## src/core/prio_pkg.sv

```systemverilog
// Purpose: constants and helpers for the cpu priority level block
// Assumes: 32-bit classic wishbone, 16-bit registers in the low half
// Notes: all offsets are byte addresses on an 8-bit address bus
package prio_pkg;
	localparam int ADR_W = 8;
	localparam logic [ADR_W-1:0] STATUS_WORD_OFS = 8'h00;
	localparam logic [ADR_W-1:0] CORE_CONFIG_OFS = 8'h04;
	localparam logic [ADR_W-1:0] I2C2_PRIO_OFS = 8'h08;
	localparam logic [ADR_W-1:0] INT_CTL_ONE_OFS = 8'h0c;
	localparam logic [ADR_W-1:0] LEVEL_STAT_OFS = 8'h10;

	localparam int LVL_LOW_POS = 5;
	localparam int LVL_TOP_POS = 3;
	localparam int NEST_DIS_POS = 15;
	localparam int MPRIO_POS = 8;
	localparam int SPRIO_POS = 4;

	localparam logic [2:0] LVL_LOW_RST = 3'h0;
	localparam logic LVL_TOP_RST = 1'b0;
	localparam logic NEST_DIS_RST = 1'b0;
	localparam logic [2:0] MPRIO_RST = 3'h4;
	localparam logic [2:0] SPRIO_RST = 3'h4;
	localparam logic [2:0] LVL_ALL_ONES = 3'h7;
	localparam logic [2:0] PRIO_OFF = 3'h0;

	typedef enum logic {
		BUS_IDLE = 1'b0,
		BUS_ACK = 1'b1
	} bus_st_t;

	// byte-lane merge of a 16-bit register write
	function automatic logic [15:0] lane_merge(input logic [15:0] old_v,
		input logic [15:0] new_v, input logic [1:0] sel);
		lane_merge = old_v;
		if (sel[0]) begin
			lane_merge[7:0] = new_v[7:0];
		end
		if (sel[1]) begin
			lane_merge[15:8] = new_v[15:8];
		end
	endfunction : lane_merge
endpackage : prio_pkg

```

## src/core/prio_if.sv

```systemverilog
// Purpose: carries source priorities and the forward decision
// Assumes: one clock domain
// Notes: ctl end owns the registers, arb end picks a winner
`timescale 1ns/1ns
interface prio_if;
	logic [2:0] mprio;
	logic [2:0] sprio;
	logic mreq;
	logic sreq;
	logic [3:0] level;
	logic fwd;
	logic [2:0] fwd_prio;
	logic fwd_src;

	modport ctl (
		output mprio, sprio, mreq, sreq, level,
		input fwd, fwd_prio, fwd_src
	);
	modport arb (
		input mprio, sprio, mreq, sreq, level,
		output fwd, fwd_prio, fwd_src
	);
endinterface : prio_if

```

## src/core/cpu_priority_level_control.sv

```systemverilog
// Purpose: cpu interrupt priority level and i2c2 source priorities
// Assumes: classic wishbone slave, one 10 MHz clock, sync reset
// Notes: forwarded interrupt is registered, one cycle behind inputs
//
// What this block does
// - cpu level is top bit from core config over three status bits
// - low bits give levels 0..7, with top bit set 8..15
// - low bits all ones mean level 7 or 15, user interrupts off
// - top bit set blocks every user interrupt
// - nesting disable makes the low level bits read-only to software
// - master event priority sits at bits 10..8 of i2c2 priority
// - priority code 7 highest, 1 lowest, 0 turns the source off
// - unused i2c2 priority bits read zero, writes ignored
//
// Local design decisions: the Wishbone register port and the placing of the registers.
`timescale 1ns/1ns
module cpu_priority_level_control
	import prio_pkg::*;
(
	// clock and reset
	input wire logic clk_i,
	input wire logic rst_i,
	// wishbone slave
	input wire logic cyc_i,
	input wire logic stb_i,
	input wire logic we_i,
	input wire logic [ADR_W-1:0] adr_i,
	input wire logic [3:0] sel_i,
	input wire logic [31:0] dat_i,
	output logic [31:0] dat_o,
	output logic ack_o,
	// peripheral requests
	input wire logic master_req_i,
	input wire logic slave_req_i,
	// cpu side
	input wire logic irq_take_i,
	output logic irq_o,
	output logic [2:0] irq_level_o,
	output logic irq_src_o,
	output logic [3:0] cpu_level_o,
	output logic user_block_o
);
	typedef struct packed {
		bus_st_t bus;
		logic [15:0] dat;
		logic [2:0] lvl_low;
		logic lvl_top;
		logic nest_dis;
		logic [2:0] mprio;
		logic [2:0] sprio;
		logic irq;
		logic [2:0] irq_lvl;
		logic irq_src;
	} ctl_state_t;

	ctl_state_t st_r;
	ctl_state_t st_nxt;
	prio_if pb ();

	logic req;
	logic wr_now;
	logic [3:0] level;
	logic blocked;
	logic [15:0] wd;
	logic [15:0] rd;
	logic [15:0] merged;

	prio_arbiter u_arb (
		.clk_i(clk_i),
		.rst_i(rst_i),
		.pb(pb)
	);

	assign level = {st_r.lvl_top, st_r.lvl_low};
	// level 7 or above already shuts user sources out
	assign blocked = st_r.lvl_top ||
		(st_r.lvl_low == LVL_ALL_ONES);

	assign pb.mprio = st_r.mprio;
	assign pb.sprio = st_r.sprio;
	assign pb.mreq = master_req_i;
	assign pb.sreq = slave_req_i;
	assign pb.level = level;

	assign req = cyc_i && stb_i;
	// a write lands on the edge where the master sees ack
	assign wr_now = req && we_i && (st_r.bus == BUS_ACK);
	assign wd = dat_i[15:0];

	// read view of every register, unused bits as zero
	always_comb begin
		rd = 16'h0000;
		unique case (adr_i)
			STATUS_WORD_OFS: begin
				rd[LVL_LOW_POS +: 3] = st_r.lvl_low;
			end
			CORE_CONFIG_OFS: begin
				rd[LVL_TOP_POS] = st_r.lvl_top;
			end
			I2C2_PRIO_OFS: begin
				rd[MPRIO_POS +: 3] = st_r.mprio;
				rd[SPRIO_POS +: 3] = st_r.sprio;
			end
			INT_CTL_ONE_OFS: begin
				rd[NEST_DIS_POS] = st_r.nest_dis;
			end
			LEVEL_STAT_OFS: begin
				rd[3:0] = level;
				rd[4] = blocked;
				rd[5] = st_r.irq;
				rd[8:6] = st_r.irq_lvl;
				rd[9] = st_r.irq_src;
			end
			default: begin
				rd = 16'h0000;
			end
		endcase
	end

	always_comb begin
		st_nxt = st_r;
		merged = 16'h0000;
		// bus handshake: answer one cycle after the request shows
		unique case (st_r.bus)
			BUS_IDLE: begin
				if (req) begin
					st_nxt.bus = BUS_ACK;
					st_nxt.dat = we_i ? 16'h0000 : rd;
				end
			end
			BUS_ACK: begin
				st_nxt.bus = BUS_IDLE;
			end
		endcase

		if (wr_now) begin
			unique case (adr_i)
				STATUS_WORD_OFS: begin
					merged = lane_merge({8'h00, st_r.lvl_low, 5'h00},
						wd, sel_i[1:0]);
					// nesting disabled freezes the level against software
					if (!st_r.nest_dis) begin
						st_nxt.lvl_low = merged[LVL_LOW_POS +: 3];
					end
				end
				CORE_CONFIG_OFS: begin
					merged = lane_merge({12'h000, st_r.lvl_top, 3'h0},
						wd, sel_i[1:0]);
					st_nxt.lvl_top = merged[LVL_TOP_POS];
				end
				I2C2_PRIO_OFS: begin
					merged = lane_merge({5'h00, st_r.mprio, 1'b0,
						st_r.sprio, 4'h0}, wd, sel_i[1:0]);
					// only the two fields are stored, the rest is dropped
					st_nxt.mprio = merged[MPRIO_POS +: 3];
					st_nxt.sprio = merged[SPRIO_POS +: 3];
				end
				INT_CTL_ONE_OFS: begin
					merged = lane_merge({st_r.nest_dis, 15'h0000},
						wd, sel_i[1:0]);
					st_nxt.nest_dis = merged[NEST_DIS_POS];
				end
				default: begin
					merged = 16'h0000;
				end
			endcase
		end

		// hardware raising the level on acceptance beats a software write
		if (irq_take_i && st_r.irq) begin
			st_nxt.lvl_low = st_r.irq_lvl;
		end

		st_nxt.irq = pb.fwd && !blocked;
		st_nxt.irq_lvl = pb.fwd ? pb.fwd_prio : 3'h0;
		st_nxt.irq_src = pb.fwd ? pb.fwd_src : 1'b0;
	end

	always_ff @(posedge clk_i) begin
		if (rst_i) begin
			st_r <= '{bus: BUS_IDLE, dat: 16'h0000,
				lvl_low: LVL_LOW_RST, lvl_top: LVL_TOP_RST,
				nest_dis: NEST_DIS_RST, mprio: MPRIO_RST,
				sprio: SPRIO_RST, irq: 1'b0, irq_lvl: 3'h0,
				irq_src: 1'b0};
		end else begin
			st_r <= st_nxt;
		end
	end

	assign ack_o = (st_r.bus == BUS_ACK) && req;
	assign dat_o = {16'h0000, st_r.dat};
	assign irq_o = st_r.irq;
	assign irq_level_o = st_r.irq_lvl;
	assign irq_src_o = st_r.irq_src;
	assign cpu_level_o = level;
	assign user_block_o = blocked;
endmodule : cpu_priority_level_control

```

## src/core/prio_arbiter.sv

```systemverilog
// Purpose: picks the pending source that may interrupt the cpu
// Assumes: inputs stable within a cycle
// Notes: purely combinational, clock used only by the checks
`timescale 1ns/1ns
module prio_arbiter
	import prio_pkg::*;
(
	// clock and reset for checks
	input wire logic clk_i,
	input wire logic rst_i,
	// priority carrier
	prio_if.arb pb
);
	logic m_ok;
	logic s_ok;

	always_comb begin
		// code 000 switches a source off, others must beat the level
		m_ok = pb.mreq && (pb.mprio != PRIO_OFF) &&
			({1'b0, pb.mprio} > pb.level);
		s_ok = pb.sreq && (pb.sprio != PRIO_OFF) &&
			({1'b0, pb.sprio} > pb.level);
		pb.fwd = m_ok || s_ok;
		pb.fwd_src = 1'b0;
		pb.fwd_prio = pb.mprio;
		// on a tie the master event is served first
		if (s_ok && (!m_ok || (pb.sprio > pb.mprio))) begin
			pb.fwd_src = 1'b1;
			pb.fwd_prio = pb.sprio;
		end
	end
endmodule : prio_arbiter

```

## config.mk

```make
export PLATFORM = sky130hd
export DESIGN_NAME = cpu_priority_level_control
export DESIGN_NICKNAME = d
export VERILOG_FILES = /design/src/core/prio_pkg.sv /design/src/core/prio_if.sv /design/src/core/cpu_priority_level_control.sv /design/src/core/prio_arbiter.sv
export SDC_FILE = /design/constraint.sdc
export NUM_CORES = 1
export LEC_CHECK = 0
export ABC_AREA = 1
export BUFFER_PORTS_ARGS = -buffer_cell sky130_fd_sc_hd__clkbuf_2
export CAP_MARGIN = 20
export CORE_ASPECT_RATIO = 2
export CORE_UTILIZATION = 47
export DETAILED_ROUTE_END_ITERATION = 8
export PLACE_DENSITY = 0.8
export SKIP_CTS_REPAIR_TIMING = 1
export SLEW_MARGIN = 20
export SYNTH_ARGS = -nofsm -noshare
export SYNTH_HDL_FRONTEND = slang
export SYNTH_SLANG_ARGS = --single-unit
```

## constraint.sdc

```tcl
create_clock -name clk_i -period 2.2 [get_ports clk_i]
set_clock_uncertainty 0.2 [all_clocks]
set_input_delay 0.55 -clock clk_i [delete_from_list [all_inputs] [get_ports clk_i]]
set_output_delay 0.55 -clock clk_i [all_outputs]
set_load 0.02 [all_outputs]
```

After elaboration in Yosys (flattened, before gate mapping)

Cells that the tools add are included.

Register bits after elaboration: 33
Word-level logic and storage cells: 76
Input bits: 52
Output and inout port bits: 43

Bitwise operators: 2
Magnitude comparators: 3
Equal/unequal tests: 6
Reductions and logical operators: 30
Mux-type cells: 25

Operator list:

| cell                 | number |
|---|---|
| $mux W3              | 6 |
| $mux W17             | 1 |
| $eq A8 B4 Y1 const B | 2 |
| $mux W16             | 1 |
| $mux W8              | 2 |
| $reduce_and A3 Y1    | 4 |
| $logic_and A1 B1 Y1  | 11 |
| $mux W11             | 1 |
| $eq A8 B3 Y1 const B | 1 |
| $eq A8 B5 Y1 const B | 1 |
| $gt A3 B4 Y1         | 2 |
| $logic_not A8 Y1     | 1 |
| $mux W7              | 1 |
| $mux W1              | 6 |
| $mux W6              | 1 |
| $pmux W1 S2          | 3 |
| $pmux W2 S3          | 1 |
| $reduce_bool A2 Y1   | 3 |
| $reduce_bool A3 Y1   | 2 |
| $mux W4              | 1 |
| $pmux W2 S2          | 1 |
| $reduce_and A4 Y1    | 1 |
| $reduce_or A2 Y1     | 2 |
| $eq A3 B3 Y1 const B | 1 |
| other kinds (6)      | 10 |

Logic depth before layout (Yosys ltp)

Word-level depth: 7
Mapped depth: 11
Mapped depth without buffers: 11

By module

Synthesis repeated with hierarchy kept, for this count alone.

Cell total of the unflattened synthesis: 299
Area total of the unflattened synthesis: 2083.2 µm²

Modules (own cells, without submodules):

| module                     | seq. area each (µm²) | times used | area each (µm²) | cells an instance |
|---|---|---|---|---|
| cpu_priority_level_control | 580.6                | 1          | 1695.4          | 240 |
| prio_arbiter               | 0.0                  | 1          | 387.9           | 59 |

Worst setup path before layout

No wires, ideal clock.

Kind: input-to-reg
From: in cyc_i
To: reg st_r, in the netlist pb.sprio[1]
Slack: 0.558 ns
Buffers on the path: 0
Stages: 9
Setup time: 0.132 ns
Arrival time: 1.310 ns
Path through: nand2_2 nor2_4 nand2_4 nor2_8 inv_4 nor2_8 inv_2 nand2_1 a21oi_2

Word-level cells in the longest chain between the ends: 4

Ends and longest elaborated chain:

| what                               | line                              | RTL |
|---|---|---|
| start: declaration                 | cpu_priority_level_control.sv:24  | `input wire logic cyc_i,` |
| $logic_and A1 B1 Y1                | cpu_priority_level_control.sv:85  | `assign req = cyc_i && stb_i;` |
| $logic_and A1 B1 Y1 (2 in a row)   | cpu_priority_level_control.sv:87  | `assign wr_now = req && we_i && (st_r.bus == BUS_ACK);` |
| $reduce_and A3 Y1 (no source line) | -                                 |  |
| end signal: assignment             | cpu_priority_level_control.sv:181 | `st_r <= '{bus: BUS_IDLE, dat: 16'h0000,` |
| end signal: assignment             | cpu_priority_level_control.sv:187 | `st_r <= st_nxt;` |
| end: declaration                   | cpu_priority_level_control.sv:56  | `ctl_state_t st_r;` |

Every way passes these cells.
A chain may end at the register's enable or synchronous reset.

Worst setup path in the final report

From: reg st_r, in the netlist cpu_level_o[0]
To: out user_block_o

Word-level cells in the longest chain between the ends: 2

Ends and longest elaborated chain:

| what               | line                             | RTL |
|---|---|---|
| $eq A3 B3 Y1       | cpu_priority_level_control.sv:77 | `(st_r.lvl_low == LVL_ALL_ONES);` |
| $logic_or A1 B1 Y1 | cpu_priority_level_control.sv:76 | `assign blocked = st_r.lvl_top \|\|` |
| end: declaration   | cpu_priority_level_control.sv:41 | `output logic user_block_o` |

Every way passes these cells.

==> qor_table.md <==
| Quantity | Reported | Unit |
|:---|:---|:---|
| Total standard cell area after synthesis | 0.00210 | mm^2 |
| Setup repair after global routing missed its margin | no | - |
| Drt wl/cell | 12.1 | um |
| All-layer global routing usage | 0.218 | - |
| Number of DRC violations after detailed-routing iteration 0 | 49 | - |
| Clock Tree Root | sky130_fd_sc_hd__clkbuf_8 | - |
| Hpwl dp | 3.92 | mm |
| TritonCTS sink count | 29 | - |
| Post-layout net count | 398 | - |
| Setup TNS Final | 0 | ns |
| Areal power density over the cells | 579 | mW/mm^2 |
| Hold Crit Start | dat_o[3] | - |
| Worst Path Max Fanout | 7 | - |
| Share of the yosys chip area belonging to registers | 0.277 | - |
| Per-cell via count in the routed design | 4.97 | - |
| Synthesis-stage register bit count | 29 | - |
| Core area | 0.00430 | mm^2 |
| Critical path capture point type | output port | - |
| Number of maximum-capacitance violations | 0 | - |
| Start of the worst register-to-register path | cpu_level_o[2] | - |
| Vias after detailed routing | 1949 | - |
| Clock latency on the worst-skew pair | 0.28 | ns |
| Critical-path cell list | nand3_1 -> nand2_1 -> clkbuf_2 | - |
| Count of input and output buffers | 49 | - |
| FF-to-FF End | irq_level_o[2] | - |
| Class of the most critical hold timing path | reg2reg | - |
| Area of all placed cells without fillers | 0.00230 | mm^2 |
| Non-filler instance count after layout | 392 | - |
| Critical path data required time | 1.45 | ns |
| Count of different cell masters after synthesis | 29 | - |
| GRT Residual Overflow | 0 | - |
| CTS clock-pin slew for the worst setup and hold paths | 0.06 | ns |
| Syn Area/Cell | 6.92 | um^2 |
| Startpoint type of the worst setup path | register | - |
| Portion of the clock cycle consumed by the worst path in the final layout | 0.890 | - |
| Result of the run | finished clean | - |
| Area of placed instances | 0.00218 | mm^2 |
| Number of global-route vias before repair | 1782 | - |
| Pin count of the biggest net entering global routing | 15 | - |
| Detailed Route WL | 4.76 | mm |
| Total placed cells including tap cells | 384 | - |
| Longest individual stage delay on the worst path | 0.51 | ns |
| Longest Clk Path Bufs | 2 | - |
| Horizontal extent of the die | 49.2 | um |
| YS warnings | 0 | - |
| TritonCTS clock tree | yes | - |
| Maximum VDD drop | 0.335 | mV |
| Die Outline Area | 0.00475 | mm^2 |
| Final ANT Viol Nets | 0 | - |
| Antenna cell count | 0 | - |
| Number of setup violations in the final report | 0 | - |
| Remaining routing DRC violations | 0 | - |
| Starting Density | 0.488 | - |
| DIE HEIGHT | 96.5 | um |
| Row count | 34 | - |
| Minimum hold slack | 0.264 | ns |
| Final period demand of the worst path | 1.96 | ns |
| Setup slack on the worst flop-to-flop path | 0.27 | ns |
| Share of post-route cells with drive strength above 1 | 0.278 | - |
| Fmax | 511 | MHz |
| Antenna violations before repair | 0 | - |
| Slowest-stage cell, CP | sky130_fd_sc_hd__dfxtp_1 | - |
| TritonCTS Buffers | 5 | - |
| Worst setup path start | cpu_level_o[0] | - |
| Path depth of the worst reg2reg path | 8 | - |
| Top-Level Pins | 95 | - |
| Arrival @ worst endpoint | 1.21 | ns |
| Slew Viols, Final | 0 | - |
| Static leakage | 1.17 | nW |
| Global-route wire length before repair | 7.77 | mm |
| Number of H-tree branching levels | 2 | - |
| Final RePlAce weighted congestion | 0.947 | - |
| Startpoint-to-endpoint class of the critical path | reg2out | - |
| Synthesized instance count | 303 | - |
| Area Overhead vs Synth | 9.60 | % |
| First-pass detailed-route iteration total | 4 | - |
| Total power consumption of the routed design | 0.00133 | W |
| Final hold vios | 0 | - |
| Critical Path End | user_block_o | - |
[cell usage in the layout, fill, tap and decap left out, drive strengths merged]
cell type,count
conb,20
clkinv,1
nor3,4
nor2b,1
bufinv,1
a31oi,1
ha,9
o21ai,10
nand3,34
clkbuf,56
buf,1
dfxtp,29
inv,36
nand4,3
nor2,38
o211ai,2
nand2,70
a21oi,22
[worst min-delay path by stage]
| stage | end | slack, ns | depth (start not counted) |
|---|---|---|---|
| 2_1_floorplan | dat_o[0] | 0.24 | 2 |
| 3_3_place_gp | dat_o[0] | 0.25 | 2 |
| 3_5_place_dp | dat_o[3] | 0.26 | 2 |
| 4_1_cts | dat_o[3] | 0.26 | 2 |
| 5_1_grt | dat_o[3] | 0.28 | 2 |
| 6_report | dat_o[3] | 0.26 | 2 |
[area by class of cell]
class	instances	area [um^2]
fillers	466	2000
multi-input cells	214	1140
flip-flops and latches	29	581
repair buffers	50	253
inverters	37	141
clock buffers	7	86.3
well taps	54	67.6
clock inverters	1	30.0
[power breakdown]
part           internal [W]  leakage, nW  switching (W)
registers          0.000537        0.235      0.0000165
logic             0.0000619        0.874       0.000148
clock network      0.000369       0.0585       0.000200
[per-stage QoR]
step / setup WS [ns] / util
after global placement: 0.336 / 0.508
after CTS: 0.251 / 0.535
after floorplan: 0.558 / -
after global routing: 0.117 / 0.535
after detailed placement: 0.313 / 0.508
final: 0.243 / 0.535
[state kept, by name (all words and copies together), names as in the netlist]
name	cells
st_r	2
pb.sprio	3
irq_o	1
dat_o	12
irq_level_o	3
irq_src_o	1
pb.mprio	3
cpu_level_o	4
[routing by layer]
layer | track usage | part of all wire | vias up
met1 | 0.197 | 0.33 | 866
met5 | 0 | 0 | -
met4 | 0.154 | 0.043 | 0
met2 | 0.433 | 0.57 | 87
met3 | 0.0297 | 0.052 | 16
li1 | - | - | 980
[synth_stat cells]
library cell / n / area share
sky130_fd_sc_hd__nand2_1: 58 / 0.10
sky130_fd_sc_hd__buf_4: 39 / 0.14
sky130_fd_sc_hd__nand3_1: 34 / 0.081
sky130_fd_sc_hd__dfxtp_1: 29 / 0.28
sky130_fd_sc_hd__inv_1: 28 / 0.050
sky130_fd_sc_hd__nor2_1: 28 / 0.050
sky130_fd_sc_hd__a21oi_1: 17 / 0.041
sky130_fd_sc_hd__nand2_2: 10 / 0.030
sky130_fd_sc_hd__ha_1: 9 / 0.054
sky130_fd_sc_hd__inv_2: 7 / 0.013
sky130_fd_sc_hd__o21ai_1: 6 / 0.014
sky130_fd_sc_hd__a21oi_2: 5 / 0.021
sky130_fd_sc_hd__nor2_2: 4 / 0.012
sky130_fd_sc_hd__o21ai_0: 4 / 0.0095
sky130_fd_sc_hd__nor2_4: 3 / 0.016
sky130_fd_sc_hd__nor2_8: 3 / 0.029
sky130_fd_sc_hd__nor3_1: 3 / 0.0072
sky130_fd_sc_hd__buf_2: 2 / 0.0048
sky130_fd_sc_hd__nand2_4: 2 / 0.011
sky130_fd_sc_hd__nand4_1: 2 / 0.0060
sky130_fd_sc_hd__o211ai_1: 2 / 0.0072
sky130_fd_sc_hd__a31oi_1: 1 / 0.0030
sky130_fd_sc_hd__buf_1: 1 / 0.0018
sky130_fd_sc_hd__clkinv_1: 1 / 0.0018
sky130_fd_sc_hd__conb_1: 1 / 0.0018
sky130_fd_sc_hd__inv_4: 1 / 0.0030
sky130_fd_sc_hd__nand4_2: 1 / 0.0060
sky130_fd_sc_hd__nor2b_1: 1 / 0.0030
sky130_fd_sc_hd__nor3_2: 1 / 0.0048
[worst max-delay path: cells and delay by family (launching register included)]
kind	cells	cell delay, ns
flip-flops	1	0.51
buffers and inverters	1	0.18
AND/OR/NAND/NOR	2	0.23
[logic make-up after synthesis]
| logic type | after synthesis | share of synthesized area |
|---|---|---|
| AO/OA/AOI/OAI | 35 | 0.0954 |
| adder cells (fa/ha/maj) | 9 | 0.0537 |
| buffers and inverters | 79 | 0.213 |
| flip-flops | 29 | 0.277 |
| other | 1 | 0.00179 |
| AND/OR/NAND/NOR | 150 | 0.359 |
(Power assumes the default switching activity.)
